**src/vclt_pkg.sv**
```systemverilog
package vclt_pkg;
    localparam logic [7:0] OFF_VENDOR_CAP = 8'h64;
    localparam logic [7:0] OFF_TEST_ROLE = 8'h68;
    localparam logic [7:0] OFF_TEST_TWO = 8'h6C;
    localparam logic [7:0] OFF_TIMER = 8'h70;
    localparam logic [7:0] CAP_ID_VAL = 8'h09;
    localparam logic [7:0] CAP_NEXT_VAL = 8'hB0;
    localparam logic [15:0] CAP_LEN_VAL = 16'h0034;
    localparam logic [31:0] TEST_ROLE_RST = 32'h04001060;
    localparam logic [31:0] TEST_TWO_RST = 32'h04000800;
    localparam int ROLE_CHG_EN_BIT = 1;
    localparam int HOT_RST_DIS_BIT = 2;
    localparam int DN_ROLE_BIT = 3;
    localparam int STRAP_LO_BIT = 13;
    localparam int STRAP_HI_BIT = 14;
    localparam int REPLAY_LO = 0;
    localparam int REPLAY_HI = 11;
    localparam int REPLAY_EN_BIT = 12;
    localparam int PM_DIS_BIT = 13;
    localparam int MSI_DIS_BIT = 14;
    localparam int ACK_LO = 16;
    localparam int ACK_HI = 29;
    localparam int ACK_EN_BIT = 30;
    localparam int VGA_BIT = 31;
    localparam logic [11:0] REPLAY_RST = 12'h000;
    localparam logic [13:0] ACK_RST = 14'h0000;
    localparam logic VGA_RST = 1'b1;
    // RW mask of timer word
    localparam logic [31:0] TIMER_RW_MASK = 32'h7FFF1FFF;

    typedef struct packed {
        logic wr;
        logic rd;
        logic [7:0] addr;
        logic [3:0] be;
        logic [31:0] wdata;
    } vclt_cfg_req_t;

    typedef struct packed {
        logic [1:0] csr0_bits;
        logic [11:0] replay;
        logic replay_en;
        logic [13:0] ack;
        logic ack_en;
        logic vga;
        logic pm_dis;
        logic msi_dis;
    } vclt_strap_t;

    typedef enum logic [1:0] {
        VCLT_ROLE_UP = 2'b00,
        VCLT_ROLE_DN = 2'b01
    } vclt_role_t;
endpackage

```
**src/vclt_timer_sel.sv**
```systemverilog
`timescale 1ns/10ps
// Picks user or internal timer value per enable
module vclt_timer_sel #(parameter int W = 12)
(
    input wire logic clk_sys_in,
    input wire logic rst_in,
    input wire logic ce_in,
    input wire logic en_in,
    input wire logic [W-1:0] user_in,
    input wire logic [W-1:0] internal_in,
    output logic [W-1:0] value_out
);
    wire [W-1:0] sel_next = en_in ? user_in : internal_in;

    always_ff @(posedge clk_sys_in)
    begin
        if (rst_in)
            value_out <= '0;
        else if (ce_in)
            value_out <= sel_next;
    end
endmodule

```
**src/vclt_regs.sv**
```systemverilog
`timescale 1ns/10ps
module vclt_regs
(
    input wire logic clk_sys_in,
    input wire logic rst_in,
    input wire logic ce_in,
    input wire vclt_pkg::vclt_cfg_req_t cfg_req_in,
    input wire logic strap_load_in,
    input wire vclt_pkg::vclt_strap_t strap_in,
    input wire logic [11:0] int_replay_in,
    input wire logic [13:0] int_ack_in,
    input wire logic upstream_port_in,
    input wire logic up_link_down_in,
    output logic [31:0] rdata_out,
    output logic rvalid_out,
    output logic downstream_role_select_out,
    output logic role_change_en_out,
    output logic hot_reset_fire_out,
    output logic vga_decode_en_out,
    output logic pm_cap_dis_out,
    output logic msi_cap_dis_out,
    output logic [11:0] replay_timeout_out,
    output logic [13:0] ack_latency_out,
    output logic [31:0] test_two_out
);
    logic [31:0] role_reg;
    logic [31:0] two_reg;
    logic [31:0] timer_reg;
    logic [31:0] rdata_next;
    logic link_down_reg;
    logic role_reg_bit3;

    wire wr_role = cfg_req_in.wr && cfg_req_in.addr == vclt_pkg::OFF_TEST_ROLE;
    wire wr_two = cfg_req_in.wr && cfg_req_in.addr == vclt_pkg::OFF_TEST_TWO;
    wire wr_tmr = cfg_req_in.wr && cfg_req_in.addr == vclt_pkg::OFF_TIMER;

    function automatic logic [31:0] be_merge(input logic [31:0] old,
        input logic [31:0] wd, input logic [3:0] be, input logic [31:0] m);
        logic [31:0] bm;
        bm = {{8{be[3]}}, {8{be[2]}}, {8{be[1]}}, {8{be[0]}}} & m;
        return (old & ~bm) | (wd & bm);
    endfunction

    wire [31:0] cap_word = {vclt_pkg::CAP_LEN_VAL, vclt_pkg::CAP_NEXT_VAL,
        vclt_pkg::CAP_ID_VAL};

    wire [31:0] role_strap = {role_reg[31:vclt_pkg::STRAP_HI_BIT+1],
        strap_in.csr0_bits, role_reg[vclt_pkg::STRAP_LO_BIT-1:0]};

    wire [31:0] timer_strap = {strap_in.vga, strap_in.ack_en, strap_in.ack,
        1'b0, strap_in.msi_dis, strap_in.pm_dis, strap_in.replay_en,
        strap_in.replay};

    // Role bit only changes while the change enable is set
    wire [31:0] role_wr = be_merge(role_reg, cfg_req_in.wdata, cfg_req_in.be,
        32'hFFFFFFFF);
    wire role_bit_next = role_reg[vclt_pkg::ROLE_CHG_EN_BIT]
        ? role_wr[vclt_pkg::DN_ROLE_BIT]
        : role_reg[vclt_pkg::DN_ROLE_BIT];
    wire [31:0] role_wr_next = {role_wr[31:vclt_pkg::DN_ROLE_BIT+1],
        role_bit_next, role_wr[vclt_pkg::DN_ROLE_BIT-1:0]};

    // Named taps of the register fields
    wire role_dn_bit = role_reg[vclt_pkg::DN_ROLE_BIT];
    wire role_chg_bit = role_reg[vclt_pkg::ROLE_CHG_EN_BIT];
    wire replay_en_bit = timer_reg[vclt_pkg::REPLAY_EN_BIT];
    wire ack_en_bit = timer_reg[vclt_pkg::ACK_EN_BIT];
    wire [11:0] replay_user =
        timer_reg[vclt_pkg::REPLAY_HI:vclt_pkg::REPLAY_LO];
    wire [13:0] ack_user = timer_reg[vclt_pkg::ACK_HI:vclt_pkg::ACK_LO];
    wire take_cap = ce_in && cfg_req_in.rd
        && cfg_req_in.addr == vclt_pkg::OFF_VENDOR_CAP;
    wire plain_wr_tmr = ce_in && wr_tmr && !strap_load_in;
    wire plain_wr_role = ce_in && wr_role && !strap_load_in;
    wire hot_fire_next = upstream_port_in && up_link_down_in
        && !link_down_reg && !role_reg[vclt_pkg::HOT_RST_DIS_BIT];

    always_comb
    begin
        unique case (cfg_req_in.addr)
            vclt_pkg::OFF_VENDOR_CAP: rdata_next = cap_word;
            vclt_pkg::OFF_TEST_ROLE: rdata_next = role_reg;
            vclt_pkg::OFF_TEST_TWO: rdata_next = two_reg;
            vclt_pkg::OFF_TIMER: rdata_next = timer_reg;
            default: rdata_next = 32'h00000000;
        endcase
    end

    always_ff @(posedge clk_sys_in)
    begin
        if (rst_in)
            role_reg <= vclt_pkg::TEST_ROLE_RST;
        else if (ce_in && strap_load_in)
            role_reg <= role_strap;
        else if (ce_in && wr_role)
            role_reg <= role_wr_next;
    end

    always_ff @(posedge clk_sys_in)
    begin
        if (rst_in)
            two_reg <= vclt_pkg::TEST_TWO_RST;
        else if (ce_in && wr_two)
            two_reg <= be_merge(two_reg, cfg_req_in.wdata, cfg_req_in.be,
                32'hFFFFFFFF);
    end

    always_ff @(posedge clk_sys_in)
    begin
        if (rst_in)
            timer_reg <= {vclt_pkg::VGA_RST, 1'b0, vclt_pkg::ACK_RST,
                4'h0, vclt_pkg::REPLAY_RST};
        else if (ce_in && strap_load_in)
            timer_reg <= timer_strap;
        else if (ce_in && wr_tmr)
            timer_reg <= be_merge(timer_reg, cfg_req_in.wdata, cfg_req_in.be,
                vclt_pkg::TIMER_RW_MASK);
    end

    // Read data, held until the next read; valid is high in the cycle after a read taken with ce_in high, and holds its value while ce_in is low
    always_ff @(posedge clk_sys_in)
    begin
        if (rst_in)
        begin
            rdata_out <= 32'h00000000;
            rvalid_out <= 1'b0;
        end
        else if (ce_in)
        begin
            rdata_out <= cfg_req_in.rd ? rdata_next : rdata_out;
            rvalid_out <= cfg_req_in.rd;
        end
    end

    // Hot reset on link-down edge of an upstream port unless disabled
    always_ff @(posedge clk_sys_in)
    begin
        if (rst_in)
        begin
            link_down_reg <= 1'b0;
            hot_reset_fire_out <= 1'b0;
        end
        else if (ce_in)
        begin
            link_down_reg <= up_link_down_in;
            hot_reset_fire_out <= hot_fire_next;
        end
    end

    // Link role controls
    always_ff @(posedge clk_sys_in)
    begin
        if (rst_in)
        begin
            downstream_role_select_out <= 1'b0;
            role_change_en_out <= 1'b0;
        end
        else if (ce_in)
        begin
            downstream_role_select_out <= role_dn_bit;
            role_change_en_out <= role_chg_bit;
        end
    end

    // Capability and decode flags
    always_ff @(posedge clk_sys_in)
    begin
        if (rst_in)
        begin
            vga_decode_en_out <= vclt_pkg::VGA_RST;
            pm_cap_dis_out <= 1'b0;
            msi_cap_dis_out <= 1'b0;
        end
        else if (ce_in)
        begin
            vga_decode_en_out <= timer_reg[vclt_pkg::VGA_BIT];
            pm_cap_dis_out <= timer_reg[vclt_pkg::PM_DIS_BIT];
            msi_cap_dis_out <= timer_reg[vclt_pkg::MSI_DIS_BIT];
        end
    end

    always_ff @(posedge clk_sys_in)
    begin
        if (rst_in)
            test_two_out <= vclt_pkg::TEST_TWO_RST;
        else if (ce_in)
            test_two_out <= two_reg;
    end

    vclt_timer_sel #(.W(12)) u_replay
    (
        .clk_sys_in(clk_sys_in),
        .rst_in(rst_in),
        .ce_in(ce_in),
        .en_in(timer_reg[vclt_pkg::REPLAY_EN_BIT]),
        .user_in(timer_reg[vclt_pkg::REPLAY_HI:vclt_pkg::REPLAY_LO]),
        .internal_in(int_replay_in),
        .value_out(replay_timeout_out)
    );

    vclt_timer_sel #(.W(14)) u_ack
    (
        .clk_sys_in(clk_sys_in),
        .rst_in(rst_in),
        .ce_in(ce_in),
        .en_in(timer_reg[vclt_pkg::ACK_EN_BIT]),
        .user_in(timer_reg[vclt_pkg::ACK_HI:vclt_pkg::ACK_LO]),
        .internal_in(int_ack_in),
        .value_out(ack_latency_out)
    );

    a_cap_word: assert property (
        @(posedge clk_sys_in) disable iff (rst_in)
        take_cap |=> rdata_out == {vclt_pkg::CAP_LEN_VAL,
        vclt_pkg::CAP_NEXT_VAL, vclt_pkg::CAP_ID_VAL})
        else $error("capability header wrong");
    a_role_strap: assert property (
        @(posedge clk_sys_in) disable iff (rst_in)
        ce_in && strap_load_in
        |=> role_reg[vclt_pkg::STRAP_HI_BIT:vclt_pkg::STRAP_LO_BIT]
        == $past(strap_in.csr0_bits))
        else $error("role strap bits not loaded");
    a_role_keep: assert property (
        @(posedge clk_sys_in) disable iff (rst_in)
        ce_in && strap_load_in
        |=> role_reg[vclt_pkg::STRAP_LO_BIT-1:0]
        == $past(role_reg[vclt_pkg::STRAP_LO_BIT-1:0]))
        else $error("role bits changed by strap load");
    a_role_lock: assert property (
        @(posedge clk_sys_in) disable iff (rst_in)
        ce_in && !strap_load_in && !role_chg_bit
        |=> role_dn_bit == $past(role_dn_bit))
        else $error("role changed while locked");
    a_role_unlock: assert property (
        @(posedge clk_sys_in) disable iff (rst_in)
        plain_wr_role && role_chg_bit && cfg_req_in.be[0]
        |=> role_dn_bit == $past(cfg_req_in.wdata[vclt_pkg::DN_ROLE_BIT]))
        else $error("role write not taken");
    a_role_en: assert property (
        @(posedge clk_sys_in) disable iff (rst_in)
        ce_in |=> role_change_en_out == $past(role_chg_bit))
        else $error("role change enable output mismatch");
    a_role_out: assert property (
        @(posedge clk_sys_in) disable iff (rst_in)
        ce_in |=> downstream_role_select_out == $past(role_dn_bit))
        else $error("role output mismatch");
    a_hot_block: assert property (
        @(posedge clk_sys_in) disable iff (rst_in)
        ce_in && role_reg[vclt_pkg::HOT_RST_DIS_BIT] |=> !hot_reset_fire_out)
        else $error("hot reset fired while disabled");
    a_hot_fire: assert property (
        @(posedge clk_sys_in) disable iff (rst_in)
        ce_in && upstream_port_in && up_link_down_in && !link_down_reg
        && !role_reg[vclt_pkg::HOT_RST_DIS_BIT] |=> hot_reset_fire_out)
        else $error("hot reset not fired on link down");
    a_hot_pulse: assert property (
        @(posedge clk_sys_in) disable iff (rst_in)
        ce_in && hot_reset_fire_out |=> !hot_reset_fire_out)
        else $error("hot reset pulse too long");
    a_hot_up_only: assert property (
        @(posedge clk_sys_in) disable iff (rst_in)
        ce_in && !upstream_port_in |=> !hot_reset_fire_out)
        else $error("hot reset fired on a non-upstream port");
    a_replay_sel: assert property (
        @(posedge clk_sys_in) disable iff (rst_in)
        ce_in && replay_en_bit
        |=> replay_timeout_out == $past(replay_user))
        else $error("replay user value not used");
    a_replay_int: assert property (
        @(posedge clk_sys_in) disable iff (rst_in)
        ce_in && !replay_en_bit
        |=> replay_timeout_out == $past(int_replay_in))
        else $error("replay internal value not used");
    a_ack_sel: assert property (
        @(posedge clk_sys_in) disable iff (rst_in)
        ce_in && ack_en_bit
        |=> ack_latency_out == $past(ack_user))
        else $error("ack user value not used");
    a_ack_int: assert property (
        @(posedge clk_sys_in) disable iff (rst_in)
        ce_in && !ack_en_bit
        |=> ack_latency_out == $past(int_ack_in))
        else $error("ack internal value not used");
    a_vga_ro: assert property (
        @(posedge clk_sys_in) disable iff (rst_in)
        plain_wr_tmr |=> $stable(timer_reg[vclt_pkg::VGA_BIT]))
        else $error("vga bit written");
    a_vga_out: assert property (
        @(posedge clk_sys_in) disable iff (rst_in)
        ce_in |=> vga_decode_en_out == $past(timer_reg[vclt_pkg::VGA_BIT]))
        else $error("vga decode output mismatch");
    a_timer_wr: assert property (
        @(posedge clk_sys_in) disable iff (rst_in)
        plain_wr_tmr && cfg_req_in.be == 4'hF
        |=> replay_user
        == $past(cfg_req_in.wdata[vclt_pkg::REPLAY_HI:vclt_pkg::REPLAY_LO])
        && ack_user == $past(cfg_req_in.wdata[vclt_pkg::ACK_HI:vclt_pkg::ACK_LO]))
        else $error("timer write lost");
    a_timer_strap: assert property (
        @(posedge clk_sys_in) disable iff (rst_in)
        ce_in && strap_load_in
        |=> replay_user == $past(strap_in.replay)
        && ack_user == $past(strap_in.ack)
        && replay_en_bit == $past(strap_in.replay_en)
        && ack_en_bit == $past(strap_in.ack_en))
        else $error("timer strap defaults not loaded");
    a_ce_freeze: assert property (
        @(posedge clk_sys_in) disable iff (rst_in)
        !ce_in |=> $stable(role_reg) && $stable(timer_reg)
        && $stable(rdata_out) && $stable(hot_reset_fire_out))
        else $error("state changed while clock enable low");
endmodule

```
**config.mk**
```make
export PLATFORM = sky130hd
export DESIGN_NAME = vclt_regs
export DESIGN_NICKNAME = d
export VERILOG_FILES = /design/src/vclt_pkg.sv /design/src/vclt_timer_sel.sv /design/src/vclt_regs.sv
export SDC_FILE = /design/constraint.sdc
export NUM_CORES = 1
export LEC_CHECK = 0
export BUFFER_PORTS_ARGS = -buffer_cell sky130_fd_sc_hd__buf_2
export CELL_PAD_IN_SITES_DETAIL_PLACEMENT = 1
export CELL_PAD_IN_SITES_GLOBAL_PLACEMENT = 1
export CORE_MARGIN = 4
export CORE_UTILIZATION = 40
export CTS_CLUSTER_SIZE = 10
export DETAILED_ROUTE_END_ITERATION = 7
export PLACE_DENSITY = 0.82
export SETUP_SLACK_MARGIN = 0.3
export SYNTH_ARGS = -nofsm -noshare
export SYNTH_HDL_FRONTEND = slang
export SYNTH_SLANG_ARGS = --single-unit
```
**constraint.sdc**
```tcl
create_clock -name clk_sys_in -period 2.5 [get_ports clk_sys_in]
set_clock_uncertainty 0.15 [all_clocks]
set_input_delay 0.5 -clock clk_sys_in [delete_from_list [all_inputs] [get_ports clk_sys_in]]
set_output_delay 0.5 -clock clk_sys_in [all_outputs]
set_load 0.02 [all_outputs]
```
# After elaboration in Yosys (flattened, before gate mapping)
# Cells that the tools add are included.
# op_classes
eq_ne	4
mux	8
bitwise_logic	11
n_reduce_logical	18
# op_table
cell	n
32-bit bitwise AND	4
32-bit case mux with 4 select lines	1
32-bit OR	3
32-bit 2-to-1 mux	2
32-bit by 31-bit bitwise AND with 32-bit output	1
8-bit by 7-bit == test with 1-bit output, second input constant	4
31-bit inverter with 32-bit output	1
32-bit inverter	1
15-bit 2-to-1 mux	2
14-bit 2-to-1 mux	1
12-bit 2-to-1 mux	1
1-bit logical AND	10
2-bit AND reduction	2
2-bit nonzero test	2
3-bit AND reduction	1
1-bit logical NOT	2
2-bit OR reduction	1
1-bit 2-to-1 mux	1
1-bit inverter	1
# word_totals
register_bits	194

# Depth between registers and ports, before layout
# depth
depth_word	6
mapped_depth	7
depth_no_buf	4

# Hierarchy
# A second synthesis with hierarchy kept.
# unflattened
hier_cells	861
area_unflattened_um2	8079.0
# by_module_without_submodules
module	n_inst	cells_per_inst	area_per_inst_um2	seq_area_each_um2
vclt_regs	1	747	6930.4	3343.2
vclt_timer_sel (u_ack)	1	62	629.4	280.3
vclt_timer_sel (u_replay)	1	52	519.2	240.2

# Worst setup path after synthesis
# No wires, ideal clock.
# synth_path
path_kind	input to register
startpoint	input cfg_req_in[43] in the netlist's numbering
endpoint	register with a tool-made name
setup_ns	0.116
arrival_ns	2.081
required_time_ns	2.234
path_slack_ns	0.153
stages	5
path_buffers	1
path_cell_list	or4b_1 -> buf_4 -> nor4_4 -> a21oi_1 -> a41o_1
# synth_rtl
item	line_no	source
start, declared	vclt_regs.sv:7	input wire vclt_pkg::vclt_cfg_req_t cfg_req_in,

==> metrics.csv <==
metric,value,unit
share of the synthesized area in the top cell type,47.2,%
RSZ-0062 raised after global routing,false,
"Seq/Total Area, Yosys",47.2,%
Layout area overhead,26.2,%
Avg WL per Cell,21.3,um
Setup-failing EPs final,0,
chip width,151,um
initial antenna violation count,5,
"Largest stage delay, worst path",570,ps
Max-slew headroom,57.6,%
Leak Pwr,4.62,nW
Total Routing Usage GR,24.9,%
Setup crit start kind,primary input,
CP bufs+invs,3,
Cell variety after synth,41,
DRC Markers,0,
Synthesized Nets,974,
TritonCTS Buffers,17,
largest net degree at the start of global routing,133,
PortBufs,207,
Core Region,20200,um^2
Iteration-0 DRC Markers,412,
clock buffer depth,2,
vias per inst,5.56,
Hold Path Origin,strap_in[26],
clock sink count,193,
ratio of cells with drive above 1 in the final layout,27.7,%
critical path launch point,cfg_req_in[39],
Slew @ Worst Pin,637,ps
first-pass GRT wire length,43.9,mm
first-pass detailed-route iteration total,5,
CTS H-Tree Depth,4,
via count of the first global-routing pass,7632,
synth warn,0,
Peak VDD IR,454,uV
Final min period,2030,ps
pwr/cell area,650,nW/um^2
synthesized cell area,8190,um^2
die area,22800,um^2
slowest library cell on the worst path,or3b_2,
"commonest non-fill, non-tap cell in the layout",buf_2,
Most Frequent Cell on Critical Path,buf_4,
Ports,208,
critical-path cell list,buf_2 > buf_4 > or3b_2 > nor4_1 > buf_4 > a222oi_1 > nor2_1,
DP Wirelength,19.9,mm
CP endpoint kind,flop,
Final Net Count,1172,
fillers,2364,
Post-DP Area,9720,um^2
syn avg cell area,9.49,um^2
total gr overflow,0,
Initial Util,40.6,%
"commonest non-fill, non-tap cells in the layout","205 x buf_2, 193 x dfxtp_1, 150 x mux2i_1",
TritonCTS clock tree,done,
Setup TNS,0,ps
global placement routability congestion,0.853,
WS Path Type,in -> reg,
final hold violation count,0,
Die Ht,151,um
status,completed,
final slew viol count,0,
row cnt,52,
"Reg clk slew, reported paths",70,ps
Synth area leader,dfxtp_1,
CP Data Arrival Time,2240,ps
clock latency on the worst-skew pair,440,ps
Post-CTS Repair Setup Buffers,0,
worst hold path class,in -> reg,
period utilization,81.1,%
final antenna-violating net count,0,
cell area after layout,10300,um^2
Post-Synthesis Cells,863,
# hold bufs at CTS,0,
Vias,7484,
root buf cell,clkbuf_16,
Critical Path RT,2710,ps
Max Freq,493,MHz
CP max FO,15,
Area contributors post-synth,"dfxtp_1 47%, mux2i_1 18%, nor2_1 6.8%",
cts repair resizes,0,
routed wire length,28.7,mm
Max-cap violations,0,
Seq cells post-synth,193,
top cell family by delay on the critical path,simple AND/OR/NAND/NOR gates,
[worst paths after layout]
check                       end  slack (ps)  cells past startpoint
setup reg to reg  rdata_out[12]        1020                      5
hold / removal             flop         130                      3
hold reg to reg   rdata_out[21]         320                      2
setup / recovery           flop         470                      7
[tightest hold or removal path, stage by stage]
cell and delay (ps):
buf_2 80, a32oi_1 40, o21ai_0 60
[cell usage after synthesis]
cell type	n
a211oi_1	30
nor4b_2	1
nand2_1	38
a221o_1	7
dfxtp_1	193
o2bb2ai_1	24
o211ai_1	7
buf_1	6
inv_1	7
a21oi_1	37
nand4_1	8
nand2b_1	13
o21ai_0	32
a32oi_1	30
or4bb_1	1
nor3b_1	2
or3b_2	3
mux2i_1	150
nor4_2	1
a41o_1	1
or4b_1	1
a222oi_1	6
nand3_1	13
nor4_1	1
nand3b_1	8
buf_2	4
or4_1	1
a41oi_1	1
buf_4	1
clkbuf_1	62
and3_1	7
and4_1	1
o21bai_1	1
nor4bb_1	1
and2_0	2
and2_1	6
nor4_4	3
or2_2	1
a31oi_1	2
and4b_1	1
nor2_1	149
[power by group]
| part | leakage [nW] | internal (mW) | switching (mW) |
|---|---|---|---|
| Sequential | 1.57 | 3.14 | 0.0515 |
| Clock | 0.295 | 1.62 | 1.27 |
| Combinational | 2.76 | 0.240 | 0.393 |
[cell families after synthesis]
logic type / synth area share, %
AOI/OAI and AO/OA: 15.4
buffers and inverters: 3.77
DFF: 47.2
muxes: 18.3
and+or+nand+nor: 15.3
[layer usage]
metal / share of wire, % / track usage (%)
met3: 5.5 / 5.69
met5: 0.15 / 0
met4: 2.0 / 7.43
met2: 48 / 40.9
met1: 44 / 32.9
[final cells by class]
| class | instances | area [um^2] | share of cell area (%) |
|---|---|---|---|
| antenna | 2 | 5.00 | 0.0484 |
| clock buffer | 19 | 443 | 4.28 |
| clock inverter | 13 | 175 | 1.69 |
| inverter | 7 | 26.3 | 0.254 |
| multi-input combinational | 590 | 4050 | 39.2 |
| sequential | 193 | 3860 | 37.4 |
| tap | 270 | 338 | 3.27 |
| timing repair buffer | 252 | 1440 | 13.9 |
[through the flow]
| stage | setup slack, ps | hold slack (ps) | total power [mW] | std cells | utilization (%) |
|---|---|---|---|---|---|
| after floorplan | 252 | 291 | 3.59 | 863 | - |
| after global placement | 118 | 293 | 3.87 | 1312 | 48.2 |
| after detailed placement | 62.0 | 308 | 3.88 | 1312 | 48.2 |
| after CTS | 532 | 117 | 6.75 | 1344 | 51.3 |
| after global routing | 452 | 146 | 6.93 | 1345 | 51.3 |
| final | 473 | 133 | 6.72 | 1346 | 51.3 |
Power figures use the tool's default switching activity.
